<file path="src/verilog/cdbw_defines.vh">
// Register map, field positions, reset values and cause codes for the
// debug break and watch unit. Assumes inclusion by bare name.
`ifndef CDBW_DEFINES_VH
`define CDBW_DEFINES_VH

// Register offsets (word indices, byte address is four times these)
`define CDBW_OFF_READ_THREAD 8'h13
`define CDBW_OFF_READ_REG 8'h14
`define CDBW_OFF_CAUSE 8'h15
`define CDBW_OFF_PAYLOAD 8'h16
`define CDBW_OFF_HALT 8'h18
`define CDBW_OFF_MAILBOX 8'h20
`define CDBW_OFF_CB_ADDR 8'h30
`define CDBW_OFF_CB_CTRL 8'h40
`define CDBW_OFF_DW_ADDR1 8'h50
`define CDBW_OFF_DW_ADDR2 8'h60
`define CDBW_OFF_DW_CTRL 8'h70
`define CDBW_OFF_RW_MASK 8'h80
`define CDBW_OFF_RW_VALUE 8'h90
`define CDBW_OFF_RW_CTRL 8'h9C

// Control and cause field positions
`define CDBW_BIT_ENABLE 0
`define CDBW_BIT_COND 1
`define CDBW_BIT_LOAD 2
`define CDBW_QUAL_LSB 16
`define CDBW_QUAL_MSB 23
`define CDBW_UNIT_LSB 16
`define CDBW_UNIT_MSB 17
`define CDBW_THREAD_LSB 8
`define CDBW_THREAD_MSB 15

// Cause codes
`define CDBW_CAUSE_NONE 3'h0
`define CDBW_CAUSE_HOST 3'h1
`define CDBW_CAUSE_CALL 3'h2
`define CDBW_CAUSE_CODE 3'h3
`define CDBW_CAUSE_DATA 3'h4
`define CDBW_CAUSE_RES 3'h5

// Reset values
`define CDBW_CTRL_RESET 32'h0000_0000
`define CDBW_WORD_RESET 32'h0000_0000

// Writable bits of the control registers
`define CDBW_CB_CTRL_MASK 32'h00FF_0003
`define CDBW_DW_CTRL_MASK 32'h00FF_0007
`define CDBW_RW_CTRL_MASK 32'h00FF_0003

`endif

</file>
<file path="src/verilog/cdbw_unit.v">
// Debug break and watch unit: operand, cause and halt registers, mailbox,
// code breakpoints, data and resource watchpoints.
// Assumes core-side event inputs synchronous to clk, one-cycle pulses.
// Assumes reg_wr and reg_rd never high together; reads answer next cycle.
//
// What this block does
// - Eight-bit writable thread select for debug register read, upper bits zero.
// - Five-bit writable register select for debug register read.
// - Three-bit cause field, reset zero, codes one to five.
// - Two-bit unit number, zero for host or call, lowest unit wins.
// - Eight-bit causing thread number, zero for host requests.
// - Payload captures data address or resource identifier on watch hits.
// - Eight-bit halt vector keeps marked threads stopped after debug return.
// - Eight 32-bit mailbox words shared with external debugger.
// - Four code breakpoints compare their address against program counter.
// - Eight-bit per-thread qualifier in each control, reset zero.
// - Code breakpoint condition bit: zero equal, one not equal.
// - Control bit zero enables unit, reset disabled.
// - Four data watchpoints with first and second address registers.
// - Data watch condition bit: zero AND, one OR.
// - Data watch load bit lets loads trigger the watchpoint.
// - Four 32-bit resource watch mask registers.
// - Four 32-bit resource watch compare value registers.
// - Resource watch control: qualifier, condition select, enable, reset zero.
`timescale 1ns/1ps
`include "cdbw_defines.vh"

module cdbw_unit #(
    parameter NUM_UNITS = 4,
    parameter NUM_WORDS = 8
) (
    input wire clk,
    input wire rst_b,
    input wire [7:0] reg_addr,
    input wire [31:0] reg_wdata,
    input wire reg_wr,
    input wire reg_rd,
    output reg [31:0] reg_rdata,
    input wire pc_valid,
    input wire [31:0] pc_value,
    input wire [7:0] pc_thread,
    input wire mem_valid,
    input wire mem_is_load,
    input wire [31:0] mem_address,
    input wire [7:0] mem_thread,
    input wire res_valid,
    input wire [31:0] res_id,
    input wire [7:0] res_thread,
    input wire host_request,
    input wire call_valid,
    input wire [7:0] call_thread,
    input wire in_debug,
    output reg debug_irq,
    output wire [7:0] thread_stop,
    output wire [7:0] read_thread_field,
    output wire [4:0] read_register_field
);

    // ----------------------------------------------------------------
    // Reset synchroniser
    // ----------------------------------------------------------------
    reg rst_meta_reg;
    reg rst_sync_reg;

    // Release reset through two flops
    // Raw release could meet some flops just before an edge, so it is retimed
    always @(posedge clk or negedge rst_b) begin
        if (!rst_b) begin
            rst_meta_reg <= 1'b0;
            rst_sync_reg <= 1'b0;
        end else begin
            rst_meta_reg <= 1'b1;
            rst_sync_reg <= rst_meta_reg;
        end
    end

    // Retimed reset, the only one the rest of the block sees
    wire rst_n = rst_sync_reg;

    // ----------------------------------------------------------------
    // Register storage
    // ----------------------------------------------------------------
    // Operand, cause record and halt state
    reg [7:0] thread_sel_reg;
    reg [4:0] regnum_sel_reg;
    reg [2:0] cause_reg;
    reg [1:0] unit_reg;
    reg [7:0] cause_thread_reg;
    reg [31:0] payload_reg;
    reg [7:0] halt_reg;

    // Mailbox words and per-unit break and watch registers
    reg [31:0] mailbox_reg [0:NUM_WORDS-1];
    reg [31:0] cb_addr_reg [0:NUM_UNITS-1];
    reg [31:0] cb_ctrl_reg [0:NUM_UNITS-1];
    reg [31:0] dw_addr1_reg [0:NUM_UNITS-1];
    reg [31:0] dw_addr2_reg [0:NUM_UNITS-1];
    reg [31:0] dw_ctrl_reg [0:NUM_UNITS-1];
    reg [31:0] rw_mask_reg [0:NUM_UNITS-1];
    reg [31:0] rw_value_reg [0:NUM_UNITS-1];
    reg [31:0] rw_ctrl_reg [0:NUM_UNITS-1];

    // Operand fields to the core, halt vector released inside the handler
    assign read_thread_field = thread_sel_reg;
    assign read_register_field = regnum_sel_reg;
    assign thread_stop = in_debug ? 8'h00 : halt_reg;

    // ----------------------------------------------------------------
    // Match logic
    // ----------------------------------------------------------------
    // Per-unit hit vectors and scratch conditions
    reg [NUM_UNITS-1:0] cb_hit;
    reg [NUM_UNITS-1:0] dw_hit;
    reg [NUM_UNITS-1:0] rw_hit;
    reg cond_a;
    reg cond_b;
    integer i;

    // Per-unit trigger evaluation
    always @* begin
        cb_hit = {NUM_UNITS{1'b0}};
        dw_hit = {NUM_UNITS{1'b0}};
        rw_hit = {NUM_UNITS{1'b0}};
        cond_a = 1'b0;
        cond_b = 1'b0;
        // Every unit checked each cycle, merged by priority below
        for (i = 0; i < NUM_UNITS; i = i + 1) begin
            // Code breakpoint
            if (pc_valid && cb_ctrl_reg[i][`CDBW_BIT_ENABLE]
                && (pc_thread < 8'h08)
                && cb_ctrl_reg[i][`CDBW_QUAL_LSB + pc_thread[2:0]]) begin
                cb_hit[i] = cb_ctrl_reg[i][`CDBW_BIT_COND] ?
                    (pc_value != cb_addr_reg[i]) : (pc_value == cb_addr_reg[i]);
            end
            // Data watchpoint
            cond_a = (mem_address == dw_addr1_reg[i]);
            cond_b = (mem_address == dw_addr2_reg[i]);
            if (mem_valid && dw_ctrl_reg[i][`CDBW_BIT_ENABLE]
                && (mem_thread < 8'h08)
                && dw_ctrl_reg[i][`CDBW_QUAL_LSB + mem_thread[2:0]]
                && (!mem_is_load || dw_ctrl_reg[i][`CDBW_BIT_LOAD])) begin
                dw_hit[i] = dw_ctrl_reg[i][`CDBW_BIT_COND] ?
                    (cond_a | cond_b) : (cond_a & cond_b);
            end
            // Resource watchpoint
            // Condition A reused; the data hit above is already formed
            cond_a = ((res_id & rw_mask_reg[i]) == (rw_value_reg[i] & rw_mask_reg[i]));
            if (res_valid && rw_ctrl_reg[i][`CDBW_BIT_ENABLE]
                && (res_thread < 8'h08)
                && rw_ctrl_reg[i][`CDBW_QUAL_LSB + res_thread[2:0]]) begin
                rw_hit[i] = rw_ctrl_reg[i][`CDBW_BIT_COND] ? ~cond_a : cond_a;
            end
        end
    end

    // Lowest set unit index
    // Falls to unit three on an empty vector; only called with a hit present
    function [1:0] lowest;
        input [3:0] v;
        begin
            if (v[0]) lowest = 2'h0;
            else if (v[1]) lowest = 2'h1;
            else if (v[2]) lowest = 2'h2;
            else lowest = 2'h3;
        end
    endfunction

    // ----------------------------------------------------------------
    // Event priority and capture
    // ----------------------------------------------------------------
    // Selected event, at most one recorded per cycle
    reg fire;
    reg [2:0] cause_next;
    reg [1:0] unit_next;
    reg [7:0] thread_next;
    reg [31:0] payload_next;
    reg payload_load;

    // Host first, then call, code, data, resource
    always @* begin
        fire = 1'b1;
        cause_next = `CDBW_CAUSE_NONE;
        unit_next = 2'h0;
        thread_next = 8'h00;
        payload_next = 32'h0000_0000;
        payload_load = 1'b0;
        // Nothing is taken while the handler runs
        if (in_debug) begin
            fire = 1'b0;
        end else if (host_request) begin
            cause_next = `CDBW_CAUSE_HOST;
        end else if (call_valid) begin
            cause_next = `CDBW_CAUSE_CALL;
            thread_next = call_thread;
        end else if (|cb_hit) begin
            cause_next = `CDBW_CAUSE_CODE;
            unit_next = lowest(cb_hit);
            thread_next = pc_thread;
        end else if (|dw_hit) begin
            cause_next = `CDBW_CAUSE_DATA;
            unit_next = lowest(dw_hit);
            thread_next = mem_thread;
            payload_next = mem_address;
            payload_load = 1'b1;
        end else if (|rw_hit) begin
            cause_next = `CDBW_CAUSE_RES;
            unit_next = lowest(rw_hit);
            thread_next = res_thread;
            payload_next = res_id;
            payload_load = 1'b1;
        end else begin
            fire = 1'b0;
        end
    end

    // ----------------------------------------------------------------
    // Register writes and event capture
    // ----------------------------------------------------------------
    // Index bits 1:0 beyond the implemented units select nothing
    wire wr_unit = reg_wr && (reg_addr[1:0] < NUM_UNITS);
    integer k;

    // Hardware capture wins over a same-cycle software write
    always @(posedge clk or negedge rst_n) begin
        if (!rst_n) begin
            thread_sel_reg <= 8'h00;
            regnum_sel_reg <= 5'h00;
            cause_reg <= `CDBW_CAUSE_NONE;
            unit_reg <= 2'h0;
            cause_thread_reg <= 8'h00;
            payload_reg <= `CDBW_WORD_RESET;
            halt_reg <= 8'h00;
            debug_irq <= 1'b0;
            for (k = 0; k < NUM_WORDS; k = k + 1) begin
                mailbox_reg[k] <= `CDBW_WORD_RESET;
            end
            for (k = 0; k < NUM_UNITS; k = k + 1) begin
                cb_addr_reg[k] <= `CDBW_WORD_RESET;
                cb_ctrl_reg[k] <= `CDBW_CTRL_RESET;
                dw_addr1_reg[k] <= `CDBW_WORD_RESET;
                dw_addr2_reg[k] <= `CDBW_WORD_RESET;
                dw_ctrl_reg[k] <= `CDBW_CTRL_RESET;
                rw_mask_reg[k] <= `CDBW_WORD_RESET;
                rw_value_reg[k] <= `CDBW_WORD_RESET;
                rw_ctrl_reg[k] <= `CDBW_CTRL_RESET;
            end
        end else begin
            // One interrupt pulse per firing cycle
            debug_irq <= fire;
            // Single registers and mailbox words
            if (reg_wr) begin
                case (reg_addr)
                    `CDBW_OFF_READ_THREAD: thread_sel_reg <= reg_wdata[7:0];
                    `CDBW_OFF_READ_REG: regnum_sel_reg <= reg_wdata[4:0];
                    `CDBW_OFF_CAUSE: begin
                        cause_reg <= reg_wdata[2:0];
                        cause_thread_reg <= reg_wdata[`CDBW_THREAD_MSB:`CDBW_THREAD_LSB];
                        unit_reg <= reg_wdata[`CDBW_UNIT_MSB:`CDBW_UNIT_LSB];
                    end
                    `CDBW_OFF_PAYLOAD: payload_reg <= reg_wdata;
                    `CDBW_OFF_HALT: halt_reg <= reg_wdata[7:0];
                    default: begin
                        if ({reg_addr[7:3], 3'b000} == `CDBW_OFF_MAILBOX) begin
                            mailbox_reg[reg_addr[2:0]] <= reg_wdata;
                        end
                    end
                endcase
            end
            // Per-unit registers, reserved control bits kept at zero
            if (wr_unit) begin
                case ({reg_addr[7:2], 2'b00})
                    `CDBW_OFF_CB_ADDR: cb_addr_reg[reg_addr[1:0]] <= reg_wdata;
                    `CDBW_OFF_CB_CTRL: cb_ctrl_reg[reg_addr[1:0]] <= reg_wdata & `CDBW_CB_CTRL_MASK;
                    `CDBW_OFF_DW_ADDR1: dw_addr1_reg[reg_addr[1:0]] <= reg_wdata;
                    `CDBW_OFF_DW_ADDR2: dw_addr2_reg[reg_addr[1:0]] <= reg_wdata;
                    `CDBW_OFF_DW_CTRL: dw_ctrl_reg[reg_addr[1:0]] <= reg_wdata & `CDBW_DW_CTRL_MASK;
                    `CDBW_OFF_RW_MASK: rw_mask_reg[reg_addr[1:0]] <= reg_wdata;
                    `CDBW_OFF_RW_VALUE: rw_value_reg[reg_addr[1:0]] <= reg_wdata;
                    `CDBW_OFF_RW_CTRL: rw_ctrl_reg[reg_addr[1:0]] <= reg_wdata & `CDBW_RW_CTRL_MASK;
                    default: ;
                endcase
            end
            // Event record; payload only on watch hits
            if (fire) begin
                cause_reg <= cause_next;
                unit_reg <= unit_next;
                cause_thread_reg <= thread_next;
                if (payload_load) begin
                    payload_reg <= payload_next;
                end
            end
        end
    end

    // ----------------------------------------------------------------
    // Read port, data one cycle after the strobe
    // ----------------------------------------------------------------
    reg [31:0] rd_mux;

    // Read decode, unmapped reads zero
    always @* begin
        rd_mux = 32'h0000_0000;
        case (reg_addr)
            `CDBW_OFF_READ_THREAD: rd_mux = {24'h00_0000, thread_sel_reg};
            `CDBW_OFF_READ_REG: rd_mux = {27'h000_0000, regnum_sel_reg};
            `CDBW_OFF_CAUSE: rd_mux = {14'h0000, unit_reg, cause_thread_reg, 5'h00, cause_reg};
            `CDBW_OFF_PAYLOAD: rd_mux = payload_reg;
            `CDBW_OFF_HALT: rd_mux = {24'h00_0000, halt_reg};
            default: begin
                // Mailbox first, then per-unit blocks
                if ({reg_addr[7:3], 3'b000} == `CDBW_OFF_MAILBOX) begin
                    rd_mux = mailbox_reg[reg_addr[2:0]];
                end else if (reg_addr[1:0] < NUM_UNITS) begin
                    case ({reg_addr[7:2], 2'b00})
                        `CDBW_OFF_CB_ADDR: rd_mux = cb_addr_reg[reg_addr[1:0]];
                        `CDBW_OFF_CB_CTRL: rd_mux = cb_ctrl_reg[reg_addr[1:0]];
                        `CDBW_OFF_DW_ADDR1: rd_mux = dw_addr1_reg[reg_addr[1:0]];
                        `CDBW_OFF_DW_ADDR2: rd_mux = dw_addr2_reg[reg_addr[1:0]];
                        `CDBW_OFF_DW_CTRL: rd_mux = dw_ctrl_reg[reg_addr[1:0]];
                        `CDBW_OFF_RW_MASK: rd_mux = rw_mask_reg[reg_addr[1:0]];
                        `CDBW_OFF_RW_VALUE: rd_mux = rw_value_reg[reg_addr[1:0]];
                        `CDBW_OFF_RW_CTRL: rd_mux = rw_ctrl_reg[reg_addr[1:0]];
                        default: rd_mux = 32'h0000_0000;
                    endcase
                end
            end
        endcase
    end

    // Registered read data, zero when no read
    // Zero between reads so a stale word never looks like an answer
    always @(posedge clk or negedge rst_n) begin
        if (!rst_n) begin
            reg_rdata <= 32'h0000_0000;
        end else if (reg_rd) begin
            reg_rdata <= rd_mux;
        end else begin
            reg_rdata <= 32'h0000_0000;
        end
    end

endmodule

</file>
<file path="config.mk">
export PLATFORM = sky130hd
export DESIGN_NAME = cdbw_unit
export DESIGN_NICKNAME = d
export VERILOG_FILES = /design/src/verilog/cdbw_unit.v
export VERILOG_INCLUDE_DIRS = /design/src /design/src/verilog
export SDC_FILE = /design/constraint.sdc
export NUM_CORES = 2
export LEC_CHECK = 0
export ABC_AREA = 1
export BUFFER_PORTS_ARGS = -buffer_cell sky130_fd_sc_hd__buf_2
export CAP_MARGIN = 20
export CELL_PAD_IN_SITES_DETAIL_PLACEMENT = 1
export CELL_PAD_IN_SITES_GLOBAL_PLACEMENT = 2
export CORE_ASPECT_RATIO = 2
export CORE_UTILIZATION = 34
export CTS_CLUSTER_DIAMETER = 150
export DETAILED_ROUTE_END_ITERATION = 10
export PLACE_DENSITY = 0.75
export SYNTH_ARGS = -nofsm -noshare
export SYNTH_HDL_FRONTEND = slang
export SYNTH_SLANG_ARGS = --single-unit
</file>
<file path="constraint.sdc">
create_clock -name clk -period 32.8 [get_ports clk]
set_input_delay 1.64 -clock clk [delete_from_list [all_inputs] [get_ports clk]]
set_output_delay 1.64 -clock clk [all_outputs]
set_load 0.02 [all_outputs]
</file>
==> metrics <==
WP data required=33.47 ns; Netlist cell types=56; CP endpoint kind=flip-flop; drt drc=0; Startpoint Class=input port; top cell type's share of synthesized area=0.483; Avg WL per Cell=29.7 µm; NumNets Final=7520; Clock Skews=0.0445 ns; Max-Cap Viols=0; Worst Reg2Reg Path Length in Cells=4; first-pass GRT wire length=412 mm; Slowest-stage cell, CP=a21oi_1; post-place instance area=60700 µm²; Worst Path Buf+Inv=5; Max-slew headroom=0.160; Synth Cell Area=58100 µm²; CP max stage delay=0.93 ns; Hold Vio Cnt, Final=0; die extent in y=587 µm; Final Instance Count excl. Fillers=9716; filler cell count=20600; antenna violations before repair=25; top cells by area, synth=dfrtp_1, nand2_1, o21ai_0; minimum clock period=5.25 ns; hold_buf cts=0; HPWL Detailed=204 mm; Seq. cell area=28100 µm²; asr flop ratio synth=1.00; synth-to-layout area growth=11.3%; worst-path cell chain=buf_2 > nand2_4 > inv_4 > buf_4 > buf_4 > a22oi_1 > a21oi_1 > a2111oi_1 > buf_4 > o21a_1 > nor3_1; drt pass-1 iters=5; largest net degree at the start of global routing=144; area of the multi-input gates=25800 µm²; Synth top cells by count=nand2_1, o21ai_0, dfrtp_1; Worst R2R End=dw_addr1_reg[40]; H-tree Lvls=3; Seq cells post-synth=1121; Leakage=28.4 nW; CP Max Fanout=35; Hold Crit Depth=0; Most common cell on crit path=buf_4; placed cell count=9495; vias in the first global route=56300; number of synthesized flops with an enable pin=0; post-route cell area=64700 µm²; clk sinks=1121; worst hold start=rst_meta_reg; IO buf count=232; CTS buffer count=111; kind of critical path=input port to flip-flop; clk slew on worst S/H paths=0.07 ns; Antenna Nets Post-Route=0; most frequent cell after synthesis=nand2_1; dpl ws=26.91 ns; via count=55200; setup TNS=0 ns; DIE AREA=173000 µm²; Crit path max-delay family=buffers and inverters; post-synth top area cell=dfrtp_1; Final Routed Wirelength=288 mm; post-layout util=0.381; Hold WS=0.350 ns; Worst Hold Class=flip-flop to flip-flop; root buf cell=clkbuf_16; cts repair resizes=0; Initial Util=0.342; Critical Path AT=5.92 ns; Die W=294 µm; post-CTS setup buffers=0; cells after synthesis=7412; GRT overflow=0; Seq/Total Area, Yosys=0.483; Core ar.=170000 µm²; all-layer global routing usage=0.332; r2r setup slk=28.31 ns; syn avg cell area=7.84 µm²; final setup margin=27.55 ns; slew at the pin with the worst max-slew slack=1.23 ns; clock latency on the worst-skew pair=0.76 ns; total chip power=3.31 mW; period utilization=0.160; # setup viols final=0; WHS Endpoint=rst_n; maximum vdd drop=0.0421 mV; I/O pins=233; PD cells=51.2 nW/µm²; RSZ-0062 raised after global routing=no; Starting DRT DRC Count=4342; Slew Viols, Final=0; Syn. warnings=0; FP Rows=214; top_reg_cell synth=dfrtp_1; GPL Wtd Cong=0.992; Post-Syn Nets=7591; vias per inst=5.68; fmax=190 MHz; fraction of layout cells with a size suffix above 1=0.0931; status=completed; max reg flops=256; r2r startpoint=rst_n; CTS max path bufs=3; TritonCTS clock tree=done
-- where the power goes --
group / switching [mW] / internal, mW
registers: 0.0647 / 1.45
clock network: 0.622 / 0.800
logic: 0.270 / 0.105
total: 0.957 / 2.35
-- kinds of logic after synthesis --
logic type | count (synthesis) | synth area share
buf+inv | 1030 | 0.0756
xor+xnor | 223 | 0.0340
compound gates | 1977 | 0.195
other cells | 1 | 0.0000645
simple gates | 3060 | 0.213
flops | 1121 | 0.483
-- how the worst max path moves through the flow --
stage / startpoint / to / slack [ns] / cells after the start
after floorplan: rst_n / cause_reg[0] / 14.62 / 0
after global placement: reg_addr[1] / reg_rdata[11] / 26.69 / 11
after detailed placement: reg_addr[0] / reg_rdata[19] / 26.91 / 14
after CTS: reg_addr[0] / reg_rdata[19] / 27.68 / 14
after global routing: reg_addr[1] / reg_rdata[10] / 27.58 / 11
final: reg_addr[1] / reg_rdata[10] / 27.55 / 11
-- placed cells by master (no fill, tap or decap), drive strengths merged, types with 8 or more instances in the layout --
master	Yosys	layout
a2111oi	14	14
a211oi	19	19
a21oi	171	171
a221oi	15	15
a22o	8	8
a22oi	240	240
and2	8	8
buf	155	349
bufinv	0	15
clkbuf	379	144
clkinv	7	38
clkinvlp	0	13
dfrtp	1121	1121
diode	0	14
inv	489	492
nand2	2287	2287
nand3	285	285
nand4	79	79
nor2	320	320
nor3	58	58
nor4	8	8
o21ai	1179	1179
o221ai	54	54
o22ai	233	233
o31ai	16	16
or2	14	14
xnor2	219	219
-- layer usage --
metal / global-route usage / wire length (µm) / vias to the layer above
met2: 0.561 / 140000 / 1990
met3: 0.0536 / 17500 / 695
met5: 0 / 73 / -
met1: 0.375 / 105000 / 27900
met4: 0.247 / 25000 / 12
li1: - / - / 24600
-- layout make-up --
| class | instances | share of cell area |
|---|---|---|
| inverters | 496 | 0.0293 |
| multi-input cells | 5261 | 0.399 |
| well taps | 2268 | 0.0439 |
| diodes | 14 | 0.000542 |
| repair buffers | 350 | 0.0328 |
| flip-flops and latches | 1121 | 0.434 |
| clock buffers | 144 | 0.0489 |
| clock inverters | 62 | 0.0119 |
(Power assumes the default switching activity.)
